<file path="src/include/lie_pkg.sv">
// Constants for the link interrupt event source block
// Assumes a 32-bit register port with byte offsets as addresses
package lie_pkg;
    // Register byte offsets
    localparam logic [7:0] EVENT_SET_ADDR = 8'h80;
    localparam logic [7:0] EVENT_CLR_ADDR = 8'h84;
    localparam logic [7:0] MASK_SET_ADDR = 8'h88;
    localparam logic [7:0] MASK_CLR_ADDR = 8'h8c;
    localparam logic [7:0] ISO_TX_EV_SET_ADDR = 8'h90;
    localparam logic [7:0] ISO_TX_EV_CLR_ADDR = 8'h94;
    localparam logic [7:0] ISO_TX_MK_SET_ADDR = 8'h98;
    localparam logic [7:0] ISO_TX_MK_CLR_ADDR = 8'h9c;
    localparam logic [7:0] ISO_RX_EV_SET_ADDR = 8'ha0;
    localparam logic [7:0] ISO_RX_EV_CLR_ADDR = 8'ha4;
    localparam logic [7:0] ISO_RX_MK_SET_ADDR = 8'ha8;
    localparam logic [7:0] ISO_RX_MK_CLR_ADDR = 8'hac;
    // Event bit positions
    localparam int BIT_CYCLE_MISMATCH = 23;
    localparam int BIT_LOST_CYCLE = 22;
    localparam int BIT_SIXTY_FOUR = 21;
    localparam int BIT_NEW_CYCLE = 20;
    localparam int BIT_PHY_REQ = 19;
    localparam int BIT_BUS_RESET = 17;
    localparam int BIT_SELF_ID_DONE = 16;
    localparam int BIT_LOCK_RESP_ERR = 9;
    localparam int BIT_POSTED_WR_ERR = 8;
    localparam int BIT_ISO_RX_SUM = 7;
    localparam int BIT_ISO_TX_SUM = 6;
    localparam int BIT_GLOBAL_EN = 31;
    localparam int SECONDS_WATCH_BIT = 7;
    // Latched event bits: 23..19, 17, 16, 9, 8, 5..0
    localparam logic [31:0] LATCH_BITS = 32'h00fb_033f;
    localparam logic [31:0] MASK_BITS = 32'h80fb_03ff;
    localparam logic [31:0] EVENT_RESET = 32'h0000_0000;
    localparam logic [31:0] MASK_RESET = 32'h0000_0000;
    // Iso context count
    localparam int ISO_CTX = 8;
    localparam logic [7:0] ISO_RESET = 8'h00;
    // Cycle timer widths
    localparam int SEC_W = 7;
    localparam int CNT_W = 13;
endpackage

</file>
<file path="src/lie_event_sources.sv">
// Link interrupt event register bits 23..0, mask and iso summaries
// Assumes all event inputs are synchronous to clk_sys_i
//
// Operation
// - Cycle start time mismatch sets bit 23
// - No cycle start between new cycles sets 22
// - Predicted lost cycle may set 22 early
// - Seconds bit seven change sets bit 21
// - Cycle count low bit toggle sets 20
// - PHY status interrupt request sets 19
// - Bits 18 and 15..10 read zero
// - Bus reset entry sets bit 17
// - Self-ID stream received sets bit 16
// - Bus reset entry edge clears self-ID done; a set write of bit 17 does not
// - Lock response without ack complete sets 9
// - Host error on posted write sets 8
// - Bit 7 is OR of masked rx events
// - Bit 6 is OR of masked tx events
// - Response packet stored sets bit 5
// - Request packet stored sets bit 4
// - Receive response descriptor done sets 3
// - Receive request descriptor done sets 2
// - Response transmit command done sets 1
// - Request transmit command done sets 0
// - Rising edge or set write; clear write clears
// - Clear address read returns event AND mask
// - No interrupt without global enable
//
// Chosen here: the register addresses and strobed register access.
`timescale 1ns/1ps
`default_nettype none

module lie_event_sources
(
    // Clock and reset
    input wire logic clk_sys_i,
    input wire logic arst_n_i,
    // Register port
    input wire logic [7:0] reg_addr_i,
    input wire logic [31:0] reg_wdata_i,
    input wire logic reg_wr_i,
    input wire logic reg_rd_i,
    output logic [31:0] reg_rdata_o,
    // Cycle timing
    input wire logic [6:0] local_cycle_timer_seconds_i,
    input wire logic [12:0] local_cycle_timer_count_i,
    input wire logic cycle_start_rx_i,
    input wire logic cycle_start_tx_i,
    input wire logic [6:0] cycle_start_seconds_i,
    input wire logic [12:0] cycle_start_count_i,
    input wire logic subaction_gap_i,
    input wire logic arb_reset_gap_i,
    // PHY and bus
    input wire logic phy_status_irq_i,
    input wire logic phy_bus_reset_i,
    input wire logic self_id_stream_done_i,
    // Error and DMA completion levels
    input wire logic lock_resp_no_ack_i,
    input wire logic posted_write_host_err_i,
    input wire logic response_packet_stored_i,
    input wire logic request_packet_stored_i,
    input wire logic async_receive_response_dma_i,
    input wire logic async_receive_request_dma_i,
    input wire logic response_transmit_done_i,
    input wire logic request_transmit_done_i,
    // Iso context event sources
    input wire logic [7:0] iso_rx_ctx_i,
    input wire logic [7:0] iso_tx_ctx_i,
    // Interrupt
    output logic irq_o
);

    logic [31:0] link_interrupt_event;
    logic [31:0] link_interrupt_mask;
    logic [7:0] iso_receive_context_events;
    logic [7:0] iso_receive_context_mask;
    logic [7:0] iso_transmit_context_events;
    logic [7:0] iso_transmit_context_mask;
    logic [31:0] src_level;
    logic [31:0] src_prev;
    logic [31:0] src_rise;
    logic [31:0] ev_set_wr;
    logic [31:0] ev_clr_wr;
    logic [31:0] next_event;
    logic [31:0] event_view;
    logic [7:0] iso_rx_prev;
    logic [7:0] iso_tx_prev;
    logic iso_receive_summary;
    logic iso_transmit_summary;
    logic seconds_b7_prev;
    logic count_b0_prev;
    logic new_cycle;
    logic saw_cycle_start;
    logic first_gap_seen;
    logic cycle_mismatch;
    logic lost_now;
    logic lost_pred;
    logic [31:0] next_rdata;

    // Cycle timer watchers
    always_ff @(posedge clk_sys_i or negedge arst_n_i)
    begin
        if (!arst_n_i)
        begin
            seconds_b7_prev <= 1'b0;
            count_b0_prev <= 1'b0;
        end
        else
        begin
            seconds_b7_prev <= local_cycle_timer_seconds_i[6];
            count_b0_prev <= local_cycle_timer_count_i[0];
        end
    end

    assign new_cycle = local_cycle_timer_count_i[0] ^ count_b0_prev;

    // Cycle start bookkeeping within each cycle
    always_ff @(posedge clk_sys_i or negedge arst_n_i)
    begin
        if (!arst_n_i)
        begin
            saw_cycle_start <= 1'b1;
            first_gap_seen <= 1'b1;
        end
        else if (new_cycle)
        begin
            saw_cycle_start <= 1'b0;
            first_gap_seen <= 1'b0;
        end
        else
        begin
            if (cycle_start_rx_i || cycle_start_tx_i)
            begin
                saw_cycle_start <= 1'b1;
            end
            if (subaction_gap_i)
            begin
                first_gap_seen <= 1'b1;
            end
        end
    end

    assign cycle_mismatch = cycle_start_rx_i
        && ((cycle_start_seconds_i != local_cycle_timer_seconds_i)
        || (cycle_start_count_i != local_cycle_timer_count_i));
    assign lost_now = new_cycle && !saw_cycle_start
        && !(cycle_start_rx_i || cycle_start_tx_i);
    assign lost_pred = !saw_cycle_start && !new_cycle
        && ((first_gap_seen && !cycle_start_rx_i && !cycle_start_tx_i)
        || arb_reset_gap_i);

    // Source levels at event bit positions
    always_comb
    begin
        src_level = 32'h0000_0000;
        src_level[lie_pkg::BIT_CYCLE_MISMATCH] = cycle_mismatch;
        src_level[lie_pkg::BIT_LOST_CYCLE] = lost_now || lost_pred;
        src_level[lie_pkg::BIT_SIXTY_FOUR] =
            local_cycle_timer_seconds_i[6] ^ seconds_b7_prev;
        src_level[lie_pkg::BIT_NEW_CYCLE] = new_cycle;
        src_level[lie_pkg::BIT_PHY_REQ] = phy_status_irq_i;
        src_level[lie_pkg::BIT_BUS_RESET] = phy_bus_reset_i;
        src_level[lie_pkg::BIT_SELF_ID_DONE] = self_id_stream_done_i;
        src_level[lie_pkg::BIT_LOCK_RESP_ERR] = lock_resp_no_ack_i;
        src_level[lie_pkg::BIT_POSTED_WR_ERR] =
            posted_write_host_err_i;
        src_level[5] = response_packet_stored_i;
        src_level[4] = request_packet_stored_i;
        src_level[3] = async_receive_response_dma_i;
        src_level[2] = async_receive_request_dma_i;
        src_level[1] = response_transmit_done_i;
        src_level[0] = request_transmit_done_i;
    end

    always_ff @(posedge clk_sys_i or negedge arst_n_i)
    begin
        if (!arst_n_i)
        begin
            src_prev <= 32'h0000_0000;
        end
        else
        begin
            src_prev <= src_level;
        end
    end

    assign src_rise = src_level & ~src_prev;
    assign ev_set_wr = (reg_wr_i && reg_addr_i == lie_pkg::EVENT_SET_ADDR)
        ? reg_wdata_i : 32'h0000_0000;
    assign ev_clr_wr = (reg_wr_i && reg_addr_i == lie_pkg::EVENT_CLR_ADDR)
        ? reg_wdata_i : 32'h0000_0000;

    // Event register update; set beats clear
    always_comb
    begin
        next_event = (link_interrupt_event & ~ev_clr_wr)
            | ((src_rise | ev_set_wr) & lie_pkg::LATCH_BITS);
        if (src_rise[lie_pkg::BIT_BUS_RESET])
        begin
            next_event[lie_pkg::BIT_SELF_ID_DONE] = 1'b0;
        end
        next_event = next_event & lie_pkg::LATCH_BITS;
    end

    always_ff @(posedge clk_sys_i or negedge arst_n_i)
    begin
        if (!arst_n_i)
        begin
            link_interrupt_event <= lie_pkg::EVENT_RESET;
        end
        else
        begin
            link_interrupt_event <= next_event;
        end
    end

    // Mask register
    always_ff @(posedge clk_sys_i or negedge arst_n_i)
    begin
        if (!arst_n_i)
        begin
            link_interrupt_mask <= lie_pkg::MASK_RESET;
        end
        else if (reg_wr_i && reg_addr_i == lie_pkg::MASK_SET_ADDR)
        begin
            link_interrupt_mask <= (link_interrupt_mask | reg_wdata_i)
                & lie_pkg::MASK_BITS;
        end
        else if (reg_wr_i && reg_addr_i == lie_pkg::MASK_CLR_ADDR)
        begin
            link_interrupt_mask <= link_interrupt_mask & ~reg_wdata_i;
        end
    end

    // Iso context event and mask registers
    always_ff @(posedge clk_sys_i or negedge arst_n_i)
    begin
        if (!arst_n_i)
        begin
            iso_rx_prev <= lie_pkg::ISO_RESET;
            iso_tx_prev <= lie_pkg::ISO_RESET;
            iso_receive_context_events <= lie_pkg::ISO_RESET;
            iso_transmit_context_events <= lie_pkg::ISO_RESET;
        end
        else
        begin
            iso_rx_prev <= iso_rx_ctx_i;
            iso_tx_prev <= iso_tx_ctx_i;
            iso_receive_context_events <= (iso_receive_context_events
                & ~((reg_wr_i && reg_addr_i == lie_pkg::ISO_RX_EV_CLR_ADDR)
                ? reg_wdata_i[7:0] : 8'h00))
                | (iso_rx_ctx_i & ~iso_rx_prev)
                | ((reg_wr_i && reg_addr_i == lie_pkg::ISO_RX_EV_SET_ADDR)
                ? reg_wdata_i[7:0] : 8'h00);
            iso_transmit_context_events <= (iso_transmit_context_events
                & ~((reg_wr_i && reg_addr_i == lie_pkg::ISO_TX_EV_CLR_ADDR)
                ? reg_wdata_i[7:0] : 8'h00))
                | (iso_tx_ctx_i & ~iso_tx_prev)
                | ((reg_wr_i && reg_addr_i == lie_pkg::ISO_TX_EV_SET_ADDR)
                ? reg_wdata_i[7:0] : 8'h00);
        end
    end

    always_ff @(posedge clk_sys_i or negedge arst_n_i)
    begin
        if (!arst_n_i)
        begin
            iso_receive_context_mask <= lie_pkg::ISO_RESET;
            iso_transmit_context_mask <= lie_pkg::ISO_RESET;
        end
        else if (reg_wr_i)
        begin
            unique case (reg_addr_i)
                lie_pkg::ISO_RX_MK_SET_ADDR:
                    iso_receive_context_mask <=
                        iso_receive_context_mask | reg_wdata_i[7:0];
                lie_pkg::ISO_RX_MK_CLR_ADDR:
                    iso_receive_context_mask <=
                        iso_receive_context_mask & ~reg_wdata_i[7:0];
                lie_pkg::ISO_TX_MK_SET_ADDR:
                    iso_transmit_context_mask <=
                        iso_transmit_context_mask | reg_wdata_i[7:0];
                lie_pkg::ISO_TX_MK_CLR_ADDR:
                    iso_transmit_context_mask <=
                        iso_transmit_context_mask & ~reg_wdata_i[7:0];
                default:
                    iso_receive_context_mask <= iso_receive_context_mask;
            endcase
        end
    end

    assign iso_receive_summary =
        |(iso_receive_context_events & iso_receive_context_mask);
    assign iso_transmit_summary =
        |(iso_transmit_context_events & iso_transmit_context_mask);

    always_comb
    begin
        event_view = link_interrupt_event;
        event_view[lie_pkg::BIT_ISO_RX_SUM] = iso_receive_summary;
        event_view[lie_pkg::BIT_ISO_TX_SUM] = iso_transmit_summary;
    end

    // Interrupt output
    assign irq_o = link_interrupt_mask[lie_pkg::BIT_GLOBAL_EN]
        && |(event_view & link_interrupt_mask
        & ~(32'h1 << lie_pkg::BIT_GLOBAL_EN));

    // Read data mux
    always_comb
    begin
        unique case (reg_addr_i)
            lie_pkg::EVENT_SET_ADDR:
                next_rdata = event_view;
            lie_pkg::EVENT_CLR_ADDR:
                next_rdata = event_view & link_interrupt_mask;
            lie_pkg::MASK_SET_ADDR, lie_pkg::MASK_CLR_ADDR:
                next_rdata = link_interrupt_mask;
            lie_pkg::ISO_TX_EV_SET_ADDR:
                next_rdata = {24'h000000, iso_transmit_context_events};
            lie_pkg::ISO_TX_EV_CLR_ADDR:
                next_rdata = {24'h000000,
                    iso_transmit_context_events & iso_transmit_context_mask};
            lie_pkg::ISO_TX_MK_SET_ADDR, lie_pkg::ISO_TX_MK_CLR_ADDR:
                next_rdata = {24'h000000, iso_transmit_context_mask};
            lie_pkg::ISO_RX_EV_SET_ADDR:
                next_rdata = {24'h000000, iso_receive_context_events};
            lie_pkg::ISO_RX_EV_CLR_ADDR:
                next_rdata = {24'h000000,
                    iso_receive_context_events & iso_receive_context_mask};
            lie_pkg::ISO_RX_MK_SET_ADDR, lie_pkg::ISO_RX_MK_CLR_ADDR:
                next_rdata = {24'h000000, iso_receive_context_mask};
            default:
                next_rdata = 32'h0000_0000;
        endcase
    end

    always_ff @(posedge clk_sys_i or negedge arst_n_i)
    begin
        if (!arst_n_i)
        begin
            reg_rdata_o <= 32'h0000_0000;
        end
        else if (reg_rd_i)
        begin
            reg_rdata_o <= next_rdata;
        end
        else
        begin
            reg_rdata_o <= 32'h0000_0000;
        end
    end
endmodule // lie_event_sources

`default_nettype wire

</file>
<file path="config.mk">
export PLATFORM = sky130hd
export DESIGN_NAME = lie_event_sources
export DESIGN_NICKNAME = d
export VERILOG_FILES = /design/src/include/lie_pkg.sv /design/src/lie_event_sources.sv
export SDC_FILE = /design/constraint.sdc
export NUM_CORES = 1
export LEC_CHECK = 0
export BUFFER_PORTS_ARGS = -buffer_cell sky130_fd_sc_hd__buf_4
export CORE_MARGIN = 4
export CORE_UTILIZATION = 44
export DETAILED_ROUTE_END_ITERATION = 7
export PLACE_DENSITY_LB_ADDON = 0.1
export SYNTH_ARGS = -nofsm -noshare
export SYNTH_HDL_FRONTEND = slang
export SYNTH_SLANG_ARGS = --single-unit
</file>
<file path="constraint.sdc">
create_clock -name clk_sys_i -period 4.02 [get_ports clk_sys_i]
set_clock_uncertainty 0.15 [all_clocks]
set_input_delay 0.201 -clock clk_sys_i [delete_from_list [all_inputs] [get_ports clk_sys_i]]
set_output_delay 0.201 -clock clk_sys_i [all_outputs]
set_load 0.01 [all_outputs]
</file>
After elaboration in Yosys (flattened, before gate mapping)
Cells that the tools add are included.
W data, S select, Z words.
{ "totals": {"register_bits": 146, "latchBits": 0, "ram_bits": 0, "rom_bits": 0, "input_bits": 115, "output_inout_bits": 33, "word_cells": 114, "n_memories": 0} }
{ "op_classes": {"n_addsub": 0, "mul": 0, "n_div": 0, "magnitude_cmp": 0, "eq_ne": 14, "shift": 0, "mux": 17, "bitwise": 31, "reduce_logical": 38} }
{ "ops": {"columns": ["op", "count"], "rows": [
  ["$pmux W32 S9", 1],
  ["$eq A8 B8 Y1 const B", 12],
  ["$mux W32", 3],
  ["$and A8 B8 Y8", 8],
  ["$and A24 B24 Y24", 2],
  ["$mux W24", 2],
  ["$not A24 Y24", 2],
  ["$or A24 B24 Y24", 2],
  ["$or A8 B8 Y8", 6],
  ["$not A8 Y8", 5],
  ["$and A24 B32 Y32", 1],
  ["$and A32 B32 Y32", 1],
  ["$mux W8", 4],
  ["$not A32 Y32", 1],
  ["$or A32 B32 Y32", 1],
  ["$pmux W8 S2", 2],
  ["$reduce_or A31 Y1", 1],
  ["$logic_and A1 B1 Y1", 16],
  ["$reduce_or A8 Y1", 2],
  ["$ne A13 B13 Y1", 1],
  ["$reduce_bool A2 Y1", 5],
  ["$ne A7 B7 Y1", 1],
  ["$reduce_or A2 Y1", 3],
  ["$logic_not A1 Y1", 5],
  ["4 further kinds", 13]
]} }

Depth between registers and ports, before layout
{ "logic_depth": {"word_depth": 10, "depth_mapped": 9, "ltp_nobuf": 6} }

Least setup slack after synthesis
No wires, ideal clock.
{ "synth_timing": {"kind": "in2reg", "startpoint": "input reg_addr_i[3]", "endpoint": "register link_interrupt_event[16]", "setup_time_ps": 72, "arrival_ps": 1666, "t_required_ps": 3798, "setup_slack_ps": 2133, "stages": 9, "path_cell_list": "buf_6 or4_4 buf_6 nor3_4 and2_1 buf_4 buf_6 a222oi_1 nor2_1"} }
{ "synth_between": {"elab_chain_cells": 7} }
{ "synth_rtl": {"columns": ["element", "line_no", "source"], "rows": [
  ["start, declared", "lie_event_sources.sv:39", "input wire logic [7:0] reg_addr_i,"],
  ["$eq A8 B8 Y1", "lie_event_sources.sv:190", "assign ev_clr_wr = (reg_wr_i && reg_addr_i == lie_pkg::EVENT_CLR_ADDR)"],
  ["$logic_and A1 B1 Y1", "lie_event_sources.sv:190", null],
  ["$mux W24", "lie_event_sources.sv:191", "? reg_wdata_i : 32'h0000_0000;"],
  ["$not A24 Y24", "lie_event_sources.sv:196", "next_event = (link_interrupt_event & ~ev_clr_wr)"],
  ["$and A24 B24 Y24", "lie_event_sources.sv:196", null],
  ["$or A24 B24 Y24 (*)", "lie_event_sources.sv:197", "| ((src_rise | ev_set_wr) & lie_pkg::LATCH_BITS);"],
  ["$mux W1 (*)", "lie_event_sources.sv:198", "if (src_rise[lie_pkg::BIT_BUS_RESET])"],
  ["named net next_event[16]", "lie_event_sources.sv:84", "logic [31:0] next_event;"],
  ["end signal, assigned", "lie_event_sources.sv:209", "link_interrupt_event <= lie_pkg::EVENT_RESET;"],
  ["end signal, assigned", "lie_event_sources.sv:213", "link_interrupt_event <= next_event;"],
  ["end, declared", "lie_event_sources.sv:73", "logic [31:0] link_interrupt_event;"]
]} }
The timed path passes the listed nets; every way through them passes the cells marked *.
A chain may end at the register's enable or synchronous reset.

==> impl_metrics.json <==
{
  "post-cts-setup-buffers": 0,
  "p_switching_uw": 794,
  "port_buffers": 147,
  "seqPwrFrac_pct": 46.8,
  "htree_levels": 4,
  "coreArea_mm2": 0.0147,
  "nets": 955,
  "r2r_slack_ns": 2.16,
  "cap_violations": 0,
  "start_util_pct": 45.3,
  "cts_buffers": 17,
  "dr.pass1.iters": 6,
  "cts_root_buf": "clkbuf_16",
  "hold_end": "reg_rdata_o[2]",
  "use_met1_pct": 32.1,
  "die-height_um": 131,
  "pwr-share-comb_pct": 9.9,
  "place_area_mm2": 0.00788,
  "power_density_mw_per_mm2": 360,
  "grt_busiest_layer": "met2",
  "grt_use_met3_pct": 5.69,
  "synth_fp_nets": 746,
  "rr_endpoint": "src_prev[22]",
  "antenna_found_initial": 0,
  "tightest_slew_ns": 0.927,
  "rsz0062_at_grt": "false",
  "arrival_ns": 2.85,
  "netSwitchingFraction_pct": 24.2,
  "p_int_mw": 2.49,
  "ys_seq_area_share_pct": 54.9,
  "grt_usage_pct": 22.6,
  "drive_above_1_share_pct": 23.1,
  "tns_ns": 0,
  "synth-async-reset-ratio_pct": 100,
  "setup_viol": 0,
  "maxSlewViolCount": 0,
  "drc": 0,
  "num_io_pins": 148,
  "synth_area_mm2": 0.00665,
  "final_area_mm2": 0.00913,
  "ys_ff_latch": 146,
  "clkTransAtPathRegs_ns": 0.06,
  "cp.required_ns": 4.13,
  "syn_inst": 631,
  "area_delta_synth_final_pct": 37.2,
  "status": "complete, no violations",
  "synth-edff-count": 0,
  "min_period_ns": 2.74,
  "drt_iter0_drc": 422,
  "power_leakage_nw": 4.43,
  "startpoint_type": "primary input",
  "holdCritPathClass": "primary input to register",
  "ys_warn_count": 0,
  "min-delay-start": "reg_addr_i[0]",
  "ys_types": 52,
  "post-route-period-util_pct": 68.1,
  "num_antenna_cells": 0,
  "grt.met2_usage_pct": 35.0,
  "max-clock-path-buffers": 2,
  "vias": 5645,
  "max_slew_margin_pct": 38.2,
  "clk_latency_ns": 0.42,
  "reg2reg_depth": 5,
  "hold_violations": 0,
  "grt_max_degree": 106,
  "die_area_mm2": 0.0172,
  "hold_depth": 4,
  "path_max_fanout": 29,
  "crit_type": "primary input to register",
  "synth_area_per_cell_um2": 10.5,
  "globalplace.congestion": 0.968,
  "hpwl_um": 12900,
  "grt_pass1_wl_um": 29800,
  "ant_nets": 0,
  "clock-sinks": 146,
  "grt_overflow_total": 0,
  "reg2reg_from": "count_b0_prev",
  "ir_drop_v": 0.000283,
  "avgViaCountPerCell": 5.44,
  "num_rows": 44,
  "wl_per_cell_um": 18.1,
  "routed_wl_um": 18800,
  "max_freq_mhz": 365,
  "tritoncts": "yes",
  "endpoint_kind": "register",
  "fillCellCount": 1176,
  "synth_flop_cell": "dfrtp_1",
  "grt_pass1_vias": 5677,
  "dieWidth_um": 131,
  "clkPwrFrac_pct": 43.3
}
## synth_stat cells, types with 2 or more instances
library cell  number  area (um2)
a21oi_1           22         110
nor2b_1           30         188
nor4bb_1           2        20.0
o211ai_1           2        15.0
a32oi_1            2        17.5
nand2_1          100         375
buf_2             10        50.1
o31ai_1            2        15.0
nand3_1            8        40.0
xor2_1            13         114
a22oi_1           20         150
buf_6              3        33.8
dfrtp_1          144        3600
and3_1            19         119
a21boi_0          16         120
buf_4              2        15.0
mux2_2             2        22.5
a31oi_1            3        18.8
a221o_1           30         300
a2bb2oi_1          9        78.8
inv_1             39         146
nor2_1            24        90.1
o22ai_1            4        25.0
clkbuf_1          22        82.6
nand2b_1          14        87.6
nor4b_2            2        30.0
dfstp_2            2        52.6
nor4_1             3        18.8
o21ai_0            8        40.0
a222oi_1           2        20.0
and2_1             2        12.5
xnor2_1            9        78.8
nand4_1            4        25.0
mux2i_1           35         350
a21o_1             5        37.5
## layout by cell type (no fill, tap or decap), drive strengths merged, types with 9 or more instances in the layout
cell type,Yosys,routed
a21boi,16,16
a21oi,22,22
a221o,30,30
a22oi,20,20
a2bb2oi,9,9
and3,19,19
buf,15,156
clkbuf,22,20
dfrtp,144,144
dlygate4sd3,0,71
inv,39,40
mux2i,35,35
nand2,100,100
nand2b,14,14
nor2,24,24
nor2b,30,30
xnor2,9,9
xor2,13,13
## worst max-delay path, stage by stage
cell           delay (ns)
dlygate4sd3_1        0.54
buf_4                0.14
or3b_2               0.51
nor3_2               0.14
buf_4                0.31
and2_1               0.41
buf_4                0.35
nand2_1              0.11
mux2i_1              0.14
## layout make-up
class / count / area, um2 / area share, %
clock inverters: 12 / 86.3 / 0.946
repair buffers: 227 / 1890 / 20.7
inverters: 39 / 146 / 1.60
clock buffers: 20 / 447 / 4.89
well taps: 184 / 230 / 2.52
multi-input cells: 409 / 2680 / 29.3
flip-flops and latches: 146 / 3660 / 40.1
## routing by layer
| layer | share of wire [%] | vias to the layer above |
|---|---|---|
| met1 | 45 | 2760 |
| li1 | - | 2624 |
| met3 | 7.2 | 28 |
| met5 | 0 | - |
| met4 | 1.4 | 0 |
| met2 | 47 | 233 |
## power groups by stage
stage	Clock [mW]	Sequential (mW)	Combinational [mW]
after floorplan	0	1.55	0.109
after global routing	1.51	1.54	0.360
after CTS	1.46	1.54	0.328
final	1.42	1.54	0.325
after detailed placement	0	1.56	0.272
after global placement	0	1.56	0.264
## logic make-up (layout without fill, tap and decap cells)
logic type	count (synthesis)	after routing	share of synthesized area, %
xor+xnor	22	22	2.90
compound gates	133	133	15.3
mux	37	37	5.60
flops	146	146	54.9
simple gates	217	217	16.3
buf+inv	76	298	4.93
## worst max-delay path by stage
stage	start	end	slack, ns	depth (start not counted)
finish	reg_addr_i[7]	register	1.28	9
global route	reg_addr_i[7]	register	1.15	9
CTS	reg_addr_i[7]	register	1.32	9
detailed placement	reg_addr_i[1]	register	1.30	8
global placement	reg_addr_i[2]	link_interrupt_event[16]	1.37	7
floorplan	reg_addr_i[3]	link_interrupt_event[16]	2.13	9
## timing repair
item / CTS / global route
hold buffers: 71 / 0
endpoints found under the hold margin: 229 / 0
resized for setup: 0 / 0
## metrics by stage
| step | instances | hold WS (ns) | util (%) | setup slack [ns] | power (mW) |
|---|---|---|---|---|---|
| floorplan | 631 | -0.245 | - | 2.13 | 1.66 |
| detailed placement | 934 | 0.168 | 53.6 | 1.30 | 1.83 |
| finish | 1037 | 0.0314 | 62.1 | 1.28 | 3.29 |
| global route | 1037 | 0.0621 | 62.1 | 1.15 | 3.41 |
| global placement | 934 | 0.166 | 53.6 | 1.37 | 1.82 |
| CTS | 1037 | 0.0155 | 62.1 | 1.32 | 3.32 |
Note: power is estimated with default switching activity, not from simulation.
